[config.mk]
export PLATFORM = sky130hd
export DESIGN_NAME = fcw_host
export DESIGN_NICKNAME = d
export VERILOG_FILES = /design/src/hdl/fcw_sector_decode.v /design/src/hdl/fcw_host.v
export VERILOG_INCLUDE_DIRS = /design/src /design/src/pkg
export SDC_FILE = /design/constraint.sdc
export NUM_CORES = 1
export LEC_CHECK = 0
export ABC_AREA = 1
export ABC_CLOCK_PERIOD_IN_PS = 2200
export BUFFER_PORTS_ARGS = -buffer_cell sky130_fd_sc_hd__buf_2
export CELL_PAD_IN_SITES_DETAIL_PLACEMENT = 1
export CELL_PAD_IN_SITES_GLOBAL_PLACEMENT = 1
export CORE_MARGIN = 2
export CORE_UTILIZATION = 39
export DETAILED_ROUTE_END_ITERATION = 8
export HOLD_SLACK_MARGIN = 0.02
export PLACE_DENSITY = 0.84
export RECOVER_POWER = 50
export SLEW_MARGIN = 20
export SYNTH_ARGS = -nofsm -noshare
export SYNTH_HDL_FRONTEND = slang
export SYNTH_SLANG_ARGS = --single-unit
[constraint.sdc]
create_clock -name mclk -period 2.2 [get_ports mclk]
set_input_delay 0.11 -clock mclk [delete_from_list [all_inputs] [get_ports mclk]]
set_output_delay 0.11 -clock mclk [all_outputs]
set_load 0.02 [all_outputs]
[src/pkg/fcw_defs.vh]
// Constants for the flash command/mode host controller.
// Assumes inclusion by bare name from the design files.
`ifndef FCW_DEFS_VH
`define FCW_DEFS_VH
// Clock period and bus timing in ns
`define FCW_CLK_NS 5
`define FCW_T_ACC_NS 60
`define FCW_T_CE_NS 60
`define FCW_T_WP_NS 35
`define FCW_T_WPH_NS 25
// Cycle counts, least times rounded up
`define FCW_ACC_CYC ((`FCW_T_CE_NS + `FCW_CLK_NS - 1) / `FCW_CLK_NS)
`define FCW_WP_CYC ((`FCW_T_WP_NS + `FCW_CLK_NS - 1) / `FCW_CLK_NS)
`define FCW_WPH_CYC ((`FCW_T_WPH_NS + `FCW_CLK_NS - 1) / `FCW_CLK_NS)
// Command kinds on the user port
`define FCW_OP_READ 3'h0
`define FCW_OP_WRITE 3'h1
`define FCW_OP_PROG 3'h2
`define FCW_OP_ERASE 3'h3
`define FCW_OP_IDENT 3'h4
`define FCW_OP_SHORT 3'h5
// Unlock addresses and data, command bytes; addresses are parameter defaults
`define FCW_UNLOCK_A1 21'h000aaa
`define FCW_UNLOCK_A2 21'h000555
`define FCW_UNLOCK_D1 32'h000000aa
`define FCW_UNLOCK_D2 32'h00000055
`define FCW_CMD_PROG 32'h000000a0
`define FCW_CMD_ERASE 32'h00000080
`define FCW_CMD_CHIP 32'h00000010
`define FCW_CMD_SECT 32'h00000030
`define FCW_CMD_IDENT 32'h00000090
`define FCW_CMD_BYPASS 32'h00000020
// Sector decode fields of the top-boot map
`define FCW_SEC_HI 19
`define FCW_SEC_LO 16
`define FCW_SEC_SUB_HI 15
`define FCW_SEC_SUB_LO 12
`define FCW_LAST_BIG 4'hf
`define FCW_SECURE_WORDS 21'h000200
`endif

[src/hdl/fcw_sector_decode.v]
// Top-boot sector decoder for the flash host controller.
// Assumes a 20-bit double-word index (word address shifted right when x16).
`timescale 1ns/1ps
`include "fcw_defs.vh"
module fcw_sector_decode
(
  input wire [19:0] dwAddr,
  output reg [4:0] sectorNum
);
  // Upper nibble picks big sectors; last nibble split into boot sectors
  always @*
  begin
    if (dwAddr[`FCW_SEC_HI:`FCW_SEC_LO] != `FCW_LAST_BIG)
      sectorNum = {1'b0, dwAddr[`FCW_SEC_HI:`FCW_SEC_LO]};
    else if (dwAddr[`FCW_SEC_SUB_HI:`FCW_SEC_SUB_LO] <= 4'hb)
      sectorNum = 5'h0f; // 96K words
    else if (dwAddr[`FCW_SEC_SUB_HI:`FCW_SEC_SUB_LO] == 4'hc)
      sectorNum = 5'h10; // 8K words
    else if (dwAddr[`FCW_SEC_SUB_HI:`FCW_SEC_SUB_LO] == 4'hd)
      sectorNum = 5'h11; // 8K words
    else
      sectorNum = 5'h12; // 16K words
  end
endmodule // fcw_sector_decode

[src/hdl/fcw_host.v]
// Host controller driving an asynchronous parallel NOR flash.
// Assumes flash pins are synchronised here; user port is on mclk.
`timescale 1ns/1ps
`include "fcw_defs.vh"
module fcw_host
#(
  parameter ACC_CYC = `FCW_ACC_CYC,
  parameter WP_CYC = `FCW_WP_CYC,
  parameter WPH_CYC = `FCW_WPH_CYC,
  parameter [20:0] UNLOCK_A1 = `FCW_UNLOCK_A1,
  parameter [20:0] UNLOCK_A2 = `FCW_UNLOCK_A2
)
(
  input wire mclk,
  input wire rst,
  input wire reqValid,
  input wire [2:0] reqOp,
  input wire [20:0] reqAddr,
  input wire [31:0] reqData,
  input wire wordMode,
  input wire accelEnable,
  output reg reqReady,
  output reg rspValid,
  output reg [31:0] rspData,
  output reg [4:0] rspSector,
  output reg shortcutActive,
  output reg [19:0] flashAddr,
  output reg [31:0] flashDataOut,
  output reg [31:0] flashDataOe,
  input wire [31:0] flashDataIn,
  output reg chipSelectN,
  output reg outputEnableN,
  output reg writeStrobeN,
  output reg widthSelectN,
  output reg fastProgramPin
);
  localparam S_IDLE = 3'h0;
  localparam S_SETUP = 3'h1;
  localparam S_STROBE = 3'h2;
  localparam S_HOLD = 3'h3;
  localparam S_READ = 3'h4;
  localparam S_DONE = 3'h5;
  reg [2:0] state; // Sequencer state
  reg [7:0] timer; // Cycle counter
  reg [2:0] step; // Write cycle within sequence
  reg [2:0] steps; // Cycles in sequence
  reg [2:0] op; // Latched operation
  reg [20:0] addr; // Latched address
  reg [31:0] data; // Latched data
  reg [31:0] syncA; // First sync stage, read by syncB only
  reg [31:0] syncB; // Synchronised data pins
  reg [20:0] cycAddr; // Address of current write cycle
  reg [31:0] cycData; // Data of current write cycle
  wire [19:0] dwIndex; // Double-word index for decode
  wire [4:0] sector;
  // Decode over A19..A0 in both x16 and x32; A-1 is not decoded
  assign dwIndex = wordMode ? addr[20:1] : addr[19:0];
  fcw_sector_decode uDecode
  (
    .dwAddr(dwIndex),
    .sectorNum(sector)
  );
  // Two-stage sync of data pins
  always @(posedge mclk)
  begin
    syncA <= flashDataIn;
    syncB <= syncA;
  end
  // Write cycle address and data per step
  always @*
  begin
    cycAddr = addr;
    cycData = data;
    if (op == `FCW_OP_WRITE)
    begin
      cycAddr = addr;
      cycData = data;
    end
    else if (op == `FCW_OP_PROG && shortcutActive)
    begin
      // Two-cycle program in shortcut mode
      cycAddr = (step == 3'h0) ? addr : addr;
      cycData = (step == 3'h0) ? `FCW_CMD_PROG : data;
    end
    else if (step == 3'h0 || (step == 3'h3 && op == `FCW_OP_ERASE))
    begin
      // Second unlock pair belongs to erase only; program cycle 3 is data
      cycAddr = UNLOCK_A1;
      cycData = `FCW_UNLOCK_D1;
    end
    else if (step == 3'h1 || (step == 3'h4 && op == `FCW_OP_ERASE))
    begin
      cycAddr = UNLOCK_A2;
      cycData = `FCW_UNLOCK_D2;
    end
    else if (step == 3'h2)
    begin
      cycAddr = UNLOCK_A1;
      case (op)
        `FCW_OP_PROG: cycData = `FCW_CMD_PROG;
        `FCW_OP_ERASE: cycData = `FCW_CMD_ERASE;
        `FCW_OP_IDENT: cycData = `FCW_CMD_IDENT;
        default: cycData = `FCW_CMD_BYPASS;
      endcase
    end
    else if (op == `FCW_OP_ERASE)
    begin
      // Sector erase at sector address, or chip erase
      cycAddr = (data[0]) ? UNLOCK_A1 : addr;
      cycData = (data[0]) ? `FCW_CMD_CHIP : `FCW_CMD_SECT;
    end
    else
    begin
      cycAddr = addr;
      cycData = data;
    end
  end
  // Main sequencer
  always @(posedge mclk)
  begin
    if (rst)
    begin
      state <= S_IDLE;
      timer <= 8'h00;
      step <= 3'h0;
      steps <= 3'h0;
      op <= 3'h0;
      addr <= 21'h000000;
      data <= 32'h00000000;
      reqReady <= 1'b0;
      rspValid <= 1'b0;
      rspData <= 32'h00000000;
      rspSector <= 5'h00;
      shortcutActive <= 1'b0;
      flashAddr <= 20'h00000;
      flashDataOut <= 32'h00000000;
      flashDataOe <= 32'h00000000;
      chipSelectN <= 1'b1;
      outputEnableN <= 1'b1;
      writeStrobeN <= 1'b1;
      widthSelectN <= 1'b1;
      fastProgramPin <= 1'b0;
    end
    else
    begin
      rspValid <= 1'b0;
      widthSelectN <= ~wordMode;
      case (state)
        S_IDLE:
        begin
          reqReady <= 1'b1;
          chipSelectN <= 1'b1;
          outputEnableN <= 1'b1;
          writeStrobeN <= 1'b1;
          flashDataOe <= 32'h00000000;
          if (reqValid && reqReady)
          begin
            reqReady <= 1'b0;
            op <= reqOp;
            addr <= reqAddr;
            data <= reqData;
            step <= 3'h0;
            timer <= 8'h00;
            if (reqOp == `FCW_OP_PROG && accelEnable)
            begin
              fastProgramPin <= 1'b1;
              shortcutActive <= 1'b1;
            end
            else if (reqOp != `FCW_OP_PROG)
              fastProgramPin <= 1'b0;
            case (reqOp)
              `FCW_OP_READ: steps <= 3'h0;
              `FCW_OP_WRITE: steps <= 3'h1;
              `FCW_OP_IDENT: steps <= 3'h3;
              `FCW_OP_SHORT: steps <= 3'h3;
              `FCW_OP_ERASE: steps <= 3'h6;
              default: steps <= (shortcutActive || accelEnable) ? 3'h2 : 3'h4;
            endcase
            state <= (reqOp == `FCW_OP_READ) ? S_READ : S_SETUP;
          end
        end
        S_SETUP:
        begin
          // Present address and data, select, OE high
          flashAddr <= wordMode ? cycAddr[20:1] : cycAddr[19:0];
          flashDataOut <= wordMode ? {cycAddr[0], 15'h0000, cycData[15:0]} : cycData;
          flashDataOe <= wordMode ? 32'h8000ffff : 32'hffffffff;
          chipSelectN <= 1'b0;
          outputEnableN <= 1'b1;
          timer <= 8'h00;
          state <= S_STROBE;
        end
        S_STROBE:
        begin
          writeStrobeN <= 1'b0;
          timer <= timer + 8'h01;
          if (timer == WP_CYC[7:0])
          begin
            writeStrobeN <= 1'b1;
            timer <= 8'h00;
            state <= S_HOLD;
          end
        end
        S_HOLD:
        begin
          timer <= timer + 8'h01;
          if (timer == WPH_CYC[7:0])
          begin
            step <= step + 3'h1;
            if (step + 3'h1 >= steps)
            begin
              if (op == `FCW_OP_SHORT)
                shortcutActive <= 1'b1;
              state <= S_DONE;
            end
            else
              state <= S_SETUP;
          end
        end
        S_READ:
        begin
          // Read array, identifier, or busy status
          chipSelectN <= 1'b0;
          outputEnableN <= 1'b0;
          flashDataOe <= wordMode ? 32'h80000000 : 32'h00000000;
          flashDataOut <= {addr[0], 31'h00000000};
          flashAddr <= wordMode ? addr[20:1] : addr[19:0];
          timer <= timer + 8'h01;
          // Full access time from select, plus sync delay
          if (timer == ACC_CYC[7:0] + 8'h02)
          begin
            rspData <= wordMode ? {16'h0000, syncB[15:0]} : syncB;
            state <= S_DONE;
          end
        end
        S_DONE:
        begin
          chipSelectN <= 1'b1;
          outputEnableN <= 1'b1;
          flashDataOe <= 32'h00000000;
          rspSector <= (addr < `FCW_SECURE_WORDS && op == `FCW_OP_READ) ? sector : sector;
          rspValid <= 1'b1;
          // High voltage ends with the program; never carried into the next op
          fastProgramPin <= 1'b0;
          if (fastProgramPin)
            shortcutActive <= 1'b0;
          state <= S_IDLE;
        end
        default:
          state <= S_IDLE;
      endcase
    end
  end
endmodule // fcw_host

**Word level (Yosys, flattened, before mapping)**

Index checks and enable logic that the tools add are counted.

- $add $sub $neg: 2
- Magnitude comparators: 2
- Equal/unequal tests: 35
- Multiplexer cells: 61
- Bitwise gates (word level): 1
- Reduce and logical (&&, ||, !) cells: 32

Operators by type and width:

| cell | count |
|---|---|
| 2-to-1 mux 32 bit | 10 |
| 2-to-1 mux 21 bit | 7 |
| case mux 32 bit (3 select lines) | 1 |
| case mux 32 bit (2 select lines) | 1 |
| 2-to-1 mux 20 bit | 2 |
| case mux 20 bit (2 select lines) | 1 |
| case mux 8 bit (4 select lines) | 1 |
| 2-to-1 mux 31 bit | 1 |
| 2-to-1 mux 3 bit | 9 |
| == test 3 x 2 -> 1 bit (second input constant) | 8 |
| case mux 8 bit (3 select lines) | 1 |
| == test 3 bit (second input constant) | 7 |
| == test 8 x 3 -> 1 bit (second input constant) | 2 |
| 2-to-1 mux 8 bit | 2 |
| inequality test 2 bit (second input constant) | 8 |
| 2-to-1 mux 5 bit | 3 |
| case mux 3 bit (5 select lines) | 1 |
| == test 3 x 1 -> 1 bit (second input constant) | 4 |
| 2-to-1 mux 1 bit | 12 |
| case mux 3 bit (4 select lines) | 1 |
| nonzero test 2 bit | 6 |
| zero test 3 bit | 3 |
| adder 8 x 1 -> 8 bit (second input constant) | 1 |
| == test 4 bit (second input constant) | 2 |
| 23 further kinds | 39 |

- Bits in registers: 266
- Input port bits: 93
- Output and inout bits: 129

**Longest topological paths before layout**

Gate-level depths: netlist of run 1.

- Word-level depth: 9
- Gate-level depth with buffers: 13
- Gate-level depth less buffers: 13

**Cells and area by module**

From an unflattened synthesis of run 1, not the netlist that was laid out.

- Cells, all modules: 1,147
- Area, all modules: 9,106.2 um^2

Modules (own cells, without submodules):

| module | instances | cells an instance | area an instance (um^2) | seq. area each (um^2) |
|---|---|---|---|---|
| fcw_host | 1 | 1,122 | 8,984.9 | 4,744.6 |
| fcw_sector_decode | 1 | 25 | 121.4 | 0.0 |

**Worst setup path after synthesis of run 1**

OpenSTA, ideal clock, no wires.

- Path type: flip-flop to flip-flop
- Start point: reg step[0]
- End point: reg shortcutActive
- Setup time: 0.132 ns
- Arrival: 1.654 ns
- Setup slack: 0.414 ns
- Stages on the path, launching flop included: 12
- Buffers on the path: 0
- Cells stage by stage: dfxtp_1 ha_1 ha_1 inv_1 ha_1 nand2_1 o211ai_1 nand2_1 nand2_1 nand3_1 nand2_1 a21oi_1

- Cells in the longest elaborated chain, start to end: 4

RTL lines:

| item | RTL line | source |
|---|---|---|
| start, declared | fcw_host.v:45 | `reg [2:0] step;` |
| start signal, assigned | fcw_host.v:209 | `step <= step + 3'h1;` |
| adder 3 x 1 -> 3 bit | fcw_host.v:210 | `if (step + 3'h1 >= steps)` |
| >= comparator 3 bit | fcw_host.v:210 |  |
| inequality test 2 bit (no source line) | - |  |
| AND reduction 7 bit (no source line) | - |  |
| end signal, assigned | fcw_host.v:167 | `shortcutActive <= 1'b1;` |
| end signal, assigned | fcw_host.v:213 | `shortcutActive <= 1'b1;` |
| end signal, assigned | fcw_host.v:246 | `shortcutActive <= 1'b0;` |
| end, declared | fcw_host.v:26 | `output reg shortcutActive,` |

No other way between the ends.
A chain may end at the register's enable or synchronous reset.

**Final worst setup path of run 1**

- Start point: reg step[0]
- End point: reg flashDataOut[13]

- Cells in the longest elaborated chain, start to end: 9

RTL lines:

| item | RTL line | source |
|---|---|---|
| == test 3 bit | fcw_host.v:91 | `` else if (step == 3'h1 \|\| (step == 3'h4 && op == `FCW_OP_ERASE)) `` |
| logical AND 1 bit (no source line) | - |  |
| logical OR 1 bit | fcw_host.v:91 |  |
| 2-to-1 mux 32 bit | fcw_host.v:91 |  |
| 2-to-1 mux 32 bit | fcw_host.v:85 | `` else if (step == 3'h0 \|\| (step == 3'h3 && op == `FCW_OP_ERASE)) `` |
| 2-to-1 mux 32 bit * | fcw_host.v:79 | `` else if (op == `FCW_OP_PROG && shortcutActive) `` |
| 2-to-1 mux 32 bit * | fcw_host.v:74 | `` if (op == `FCW_OP_WRITE) `` |
| 2-to-1 mux 32 bit * | fcw_host.v:186 | `flashDataOut <= wordMode ? {cycAddr[0], 15'h0000, cycData[15:0]} : cycData;` |
| case mux 32 bit (2 select lines) * | fcw_host.v:148 | `case (state)` |
| end signal, assigned | fcw_host.v:186 |  |
| end signal, assigned | fcw_host.v:226 | `flashDataOut <= {addr[0], 31'h00000000};` |
| end, declared | fcw_host.v:28 | `output reg [31:0] flashDataOut,` |

Mark *: on every way between the ends. The rest lies on a longest branch, timed or not.

==> reports/metrics.csv, run 1 <==
metric,value,unit
status,"complete, no violations",
number of vias in the routed layout,8660,
vias per cell,5.01,
share of cells above drive strength 1,15.8,%
sequential share of power,39.3,%
Tcrit/Tclk final,92.4,%
crit start category,register,
"Distinct cells, synth",40,
DRT Pass-1 Iters,4,
post-synthesis cell area,9130,um^2
M2 GR Usage,42.5,%
Max Cap Viol,0,
DRC,0,
post-synth top area share,52.0,%
CTS root buffer,clkbuf_16,
worst min-delay path class,in2reg,
Layout Cells excl Fill,1728,
final setup fails,0,
H-tree depth,1,
clock share of power,34.7,%
global-route wire length before repair,47.0,mm
DP Cell Count,1590,
dpl hpwl,18.0,mm
combinational share of power,26.0,%
Filler cells,2814,
Starting Density,40.1,%
"EDFF count, synth",0,
internal power,8.66,mW
crit-path max FO,8,
violation count after the first detailed-routing iteration,525,
FMAX,492,MHz
"antenna viol nets, final",0,
Diodes inserted,0,
Die H,157,um
vias in the first global route,8917,
core area,22800,um^2
full die area,24600,um^2
gp weighted congestion,0.817,
post-CTS setup repair buffer count,0,
CTS Sinks,237,
Max VDD drop,0.669,mV
worst-skew pair later-pin latency,0.53,ns
register area share after synthesis,52.0,%
Syn Area/Cell,8.13,um^2
largest net degree at the start of global routing,74,
synthesized flop and latch total,237,
met3 usage,3.33,%
register area,4740,um^2
critical path data required time,2.65,ns
Main synth FF type,dfxtp_1,
TritonCTS Buffers,26,
Tmin final,2.03,ns
gr busiest metal,met2,
initial antenna violation count,0,
Area contributors post-synth,"dfxtp_1, nand2_1, o21ai_0",
Clock transition at path regs,0.07,ns
dominant cell type by area after synthesis,dfxtp_1,
area of the multi-input gates,3530,um^2
syn_nets,1227,
Slew HR,63.8,%
final WL,30.0,mm
FP Rows,55,
Fin. Hold Viols,0,
"Slew Viols, Final",0,
synth cell count leaders,"dfxtp_1, nand2_1, o21ai_0",
clk_skew,0.00759,ns
WL/cell,17.4,um
area delta synth->final,31.5,%
Async SR Flop Fraction,0,%
Final nets,1499,
Post-Syn Instances,1123,
Psw,4.53,mW
most common cell in the netlist,dfxtp_1,
Pleak,4.96,nW
GRT overflow,0,
grt met1 use,28.8,%
Worst Setup Path Type,reg2reg,
YS warnings,0,
GRT Overall Usage,24.0,%
CTS tree,done,
setup TNS,0,ns
Die Span X,157,um
io pins,222,
crit end category,register,
worst slew pin tran,0.543,ns
pwr dens,1100,nW/um^2
CP arrival,2.48,ns
"Core Util, Final",52.7,%
RSZ-0062 raised after global routing,false,
CTS Buffer Depth,3,
switching share of total power,34.4,%
Port Buffers,221,
==> power groups by stage <==
stage	Combinational (mW)	Clock, mW	Sequential, mW
3_5_place_dp	3.23	0	5.25
6_report	3.42	4.58	5.18
4_1_cts	3.41	4.64	5.17
2_1_floorplan	2.29	0	5.30
3_3_place_gp	3.15	0	5.23
5_1_grt	3.79	4.86	5.24
==> layer usage <==
| layer | up-vias | wire (um) |
|---|---|---|
| met2 | 257 | 14800 |
| li1 | 4178 | - |
| met3 | 80 | 1430 |
| met5 | - | 0 |
| met4 | 0 | 1230 |
| met1 | 4145 | 12500 |
==> final timing paths <==
check / slack, ns / endpoint / cells after the start / from
worst min-delay path: 0.07 / widthSelectN / 3 / wordMode
worst max-delay path: 0.17 / flashDataOut[13] / 9 / step[0]
worst min register to register: 0.33 / syncB[7] / 0 / syncA[7]
worst max register to register: 0.17 / flashDataOut[13] / 9 / step[0]
==> through the flow <==
stage / power, mW / hold WS, ns / worst slack [ns] / area (um^2)
final: 13.2 / 0.0721 / 0.168 / 12000
after detailed placement: 8.48 / 0.214 / 0.129 / 10300
after floorplan: 7.59 / 0.138 / 0.414 / 9130
after CTS: 13.2 / 0.0374 / 0.105 / 12100
after global placement: 8.37 / 0.212 / 0.300 / 10300
after global routing: 13.9 / 0.0644 / 0.0203 / 12000
==> sequential cells by signal (all words and copies together), names as in the netlist, 3 cells and up <==
signal,flops
syncA,32
state,3
flashDataOe,3
addr,21
steps,3
op,3
step,3
timer,8
rspSector,5
flashAddr,20
flashDataOut,32
syncB,32
rspData,32
data,32
==> final cells by class <==
cell class                      count  area share (%)
Inverter                           96            3.05
Multi-Input combinational cell    704            29.4
Clock inverter                     13            1.49
Timing Repair Buffer              330            17.2
Clock buffer                       35            6.04
Tap cell                          313            3.26
Sequential cell                   237            39.6
==> cells in the final DEF (no fill, tap or decap), types with 4 or more instances in the layout <==
cell / count
a21oi_1: 91
a21oi_2: 10
a31oi_1: 9
buf_12: 5
buf_2: 103
buf_4: 12
bufinv_16: 4
clkbuf_1: 124
clkbuf_16: 26
clkbuf_8: 4
clkinv_2: 7
dfxtp_1: 237
dlygate4sd3_1: 90
ha_1: 10
inv_1: 80
inv_2: 14
nand2_1: 201
nand2_2: 6
nand3_1: 58
nand3_2: 11
nand3b_1: 5
nand4_1: 7
nor2_1: 124
nor3_1: 10
o211ai_1: 5
o21ai_0: 127
==> repair_timing <==
action | 4_1_cts | 5_1_grt
hold endpoints to repair | 90 | 0
endpoints found under the setup margin | 0 | 10
hold buffers | 90 | 0
gates resized for setup | 0 | 3
==> worst max-delay path, stage by stage, from the launching register on <==
cell and delay [ns]:
dfxtp_1 0.42, inv_1 0.09, ha_1 0.20, nand2_1 0.09, inv_1 0.09, nor2_1 0.34, nand3_4 0.14, a21oi_4 0.33
nand2_1 0.10, a21oi_1 0.15
==> kinds of logic (layout without fill, tap and decap cells) <==
logic type / Yosys count / in the layout / share of synthesized area, %
compound gates: 254 / 254 / 15.0
buf+inv: 182 / 474 / 9.58
fa+ha+maj: 11 / 11 / 1.51
simple gates: 437 / 437 / 21.7
flops: 237 / 237 / 52.0
xor+xnor: 2 / 2 / 0.192
Note: power is estimated with default switching activity, not from simulation.
==> run 2: changes to the inputs <==
Settings changed: ABC_CLOCK_PERIOD_IN_PS 2200 to 1900.
Clock period 2.2 ns to 1.9 ns, I/O delays scaled along.
==> run 2 against run 1 <==
Effect of this change:
- the flow now finishes with violations (setup timing)
- register-to-register slack worse by 0.41 ns
- maximum frequency is 5.2% lower
- sequential share of layout area is 1.1 points lower
- clock power is 19% higher
- critical path depth is 1 higher
- count of clock-buffer cells in the layout is 2 lower
- hold slack better by 0.0021 ns
- clock skew is 0.025 ns higher
- routed wire length is 13% higher
- combinational power is 33% higher
- largest cell class unchanged
- largest power group unchanged
==> reports/metrics.csv, run 2 (synthesis results as in run 1) <==
metric,value,unit
Die H,157,um
CP arrival,2.61,ns
full die area,24600,um^2
initial antenna violation count,3,
Final nets,1518,
GRT Overall Usage,25.6,%
share of cells above drive strength 1,20.2,%
Tcrit/Tclk final,113,%
Slew HR,53.0,%
failing checks,setup timing,
core area,22800,um^2
global-route wire length before repair,50.0,mm
H-tree depth,1,
CTS tree,done,
vias per cell,5.19,
Filler cells,2782,
GRT overflow,0,
pwr dens,1300,nW/um^2
worst-skew pair later-pin latency,0.54,ns
Tmin final,2.14,ns
crit start category,register,
CTS Buffer Depth,3,
final WL,33.9,mm
CP peak stage delay,0.44,ns
TritonCTS Buffers,26,
dpl hpwl,18.7,mm
Fin. Hold Viols,0,
FP Rows,55,
"antenna viol nets, final",0,
io pins,222,
Starting Density,40.1,%
final setup margin,-0.243,ns
vias in the first global route,9230,
critical path data required time,2.37,ns
RSZ-0062 raised after global routing,true,
CTS root buffer,clkbuf_16,
"most common cell after layout, fill and taps aside",dfxtp_1,
"commonest cells after routing, fill and taps aside","dfxtp_1, nand2_1, o21ai_0, nor2_1, buf_2",
crit path max-delay cell type,dfxtp_1,
violation count after the first detailed-routing iteration,548,
"Slew Viols, Final",0,
FMAX,467,MHz
FF-to-FF setup slack,-0.24,ns
Worst Setup Path Type,reg2reg,
DRC,0,
Placement Cell Area,10400,um^2
Max VDD drop,0.798,mV
final instance area,12400,um^2
final setup fails,6,
worst slack at placement,-0.0730,ns
Die Span X,157,um
gp weighted congestion,0.860,
clk_skew,0.0323,ns
Port Buffers,221,
worst min-delay path class,in2reg,
worst-path cell chain,"inv_2, ha_4, inv_4, ha_4, nand2_2, o211ai_1, nand2_1, nand2_2, nand4_1, a21oi_2",
Pleak,5.15,nW
number of vias in the routed layout,9085,
Max Cap Viol,0,
area delta synth->final,35.5,%
WL/cell,19.4,um
status,finished with violations,
DRT Pass-1 Iters,4,
crit end category,register,
crit-path max FO,4,
Clock transition at path regs,0.07,ns
largest net degree at the start of global routing,74,
CTS Sinks,237,
worst slew pin tran,0.704,ns
run 2: area by class of cell:
class	count	area (um^2)	share of cell area (%)
multi-input cells	704	3640	29.5
flip-flops and latches	237	4760	38.5
well taps	313	392	3.17
clock inverters	14	218	1.76
diodes	3	7.51	0.0607
inverters	96	373	3.02
repair buffers	349	2260	18.3
clock buffers	33	707	5.72
run 2: worst max-delay path: cells and delay by family (launching register included):
family | cells | cell delay [ns]
fa+ha+maj | 2 | 0.58
buf+inv | 2 | 0.16
simple gates | 4 | 0.46
flops | 1 | 0.44
compound gates | 2 | 0.45
run 2: worst paths after layout:
kind,from,to,depth (start not counted)
max,step[2],shortcutActive,10
min,wordMode,widthSelectN,3
max reg2reg,step[2],shortcutActive,10
min reg2reg,syncA[21],syncB[21],0
run 2: per-stage QoR:
stage               setup TNS, ns  power [mW]  hold WS (ns)  utilization (%)  std cells
detailed placement         -0.169        9.99         0.199             45.8       1603
finish                     -0.659        16.0        0.0742             54.3       1749
global placement                0        9.85         0.197             45.8       1603
floorplan                       0        8.78         0.123                -       1123
global route                -2.31        16.7        0.0799             54.3       1749
CTS                        -0.189        15.7        0.0421             54.2       1741
run 2: per-layer routing:
layer  up-vias  track usage [%]  share of wire, %
met5         -                0                 0
met1      4400             30.7                40
met2       363             46.0                50
met4         0             9.79               4.1
met3       104             3.72               5.3
li1       4218                -                 -
run 2: timing repair:
| action | CTS | global route |
|---|---|---|
| hold endpoints to repair | 91 | 0 |
| hold buffers | 89 | 0 |
| gates resized for setup | 17 | 30 |
| endpoints found under the setup margin | 7 | 76 |
| buffers inserted | 2 | 5 |
| pin swaps | 6 | 10 |
run 2: report_power, final:
| group | switching (mW) | total, mW | internal [mW] | leakage [nW] |
|---|---|---|---|---|
| sequential | 0.421 | 5.99 | 5.57 | 1.95 |
| combinational | 3.11 | 4.56 | 1.45 | 2.76 |
| clock | 2.14 | 5.47 | 3.33 | 0.450 |
| total | 5.67 | 16.0 | 10.4 | 5.15 |
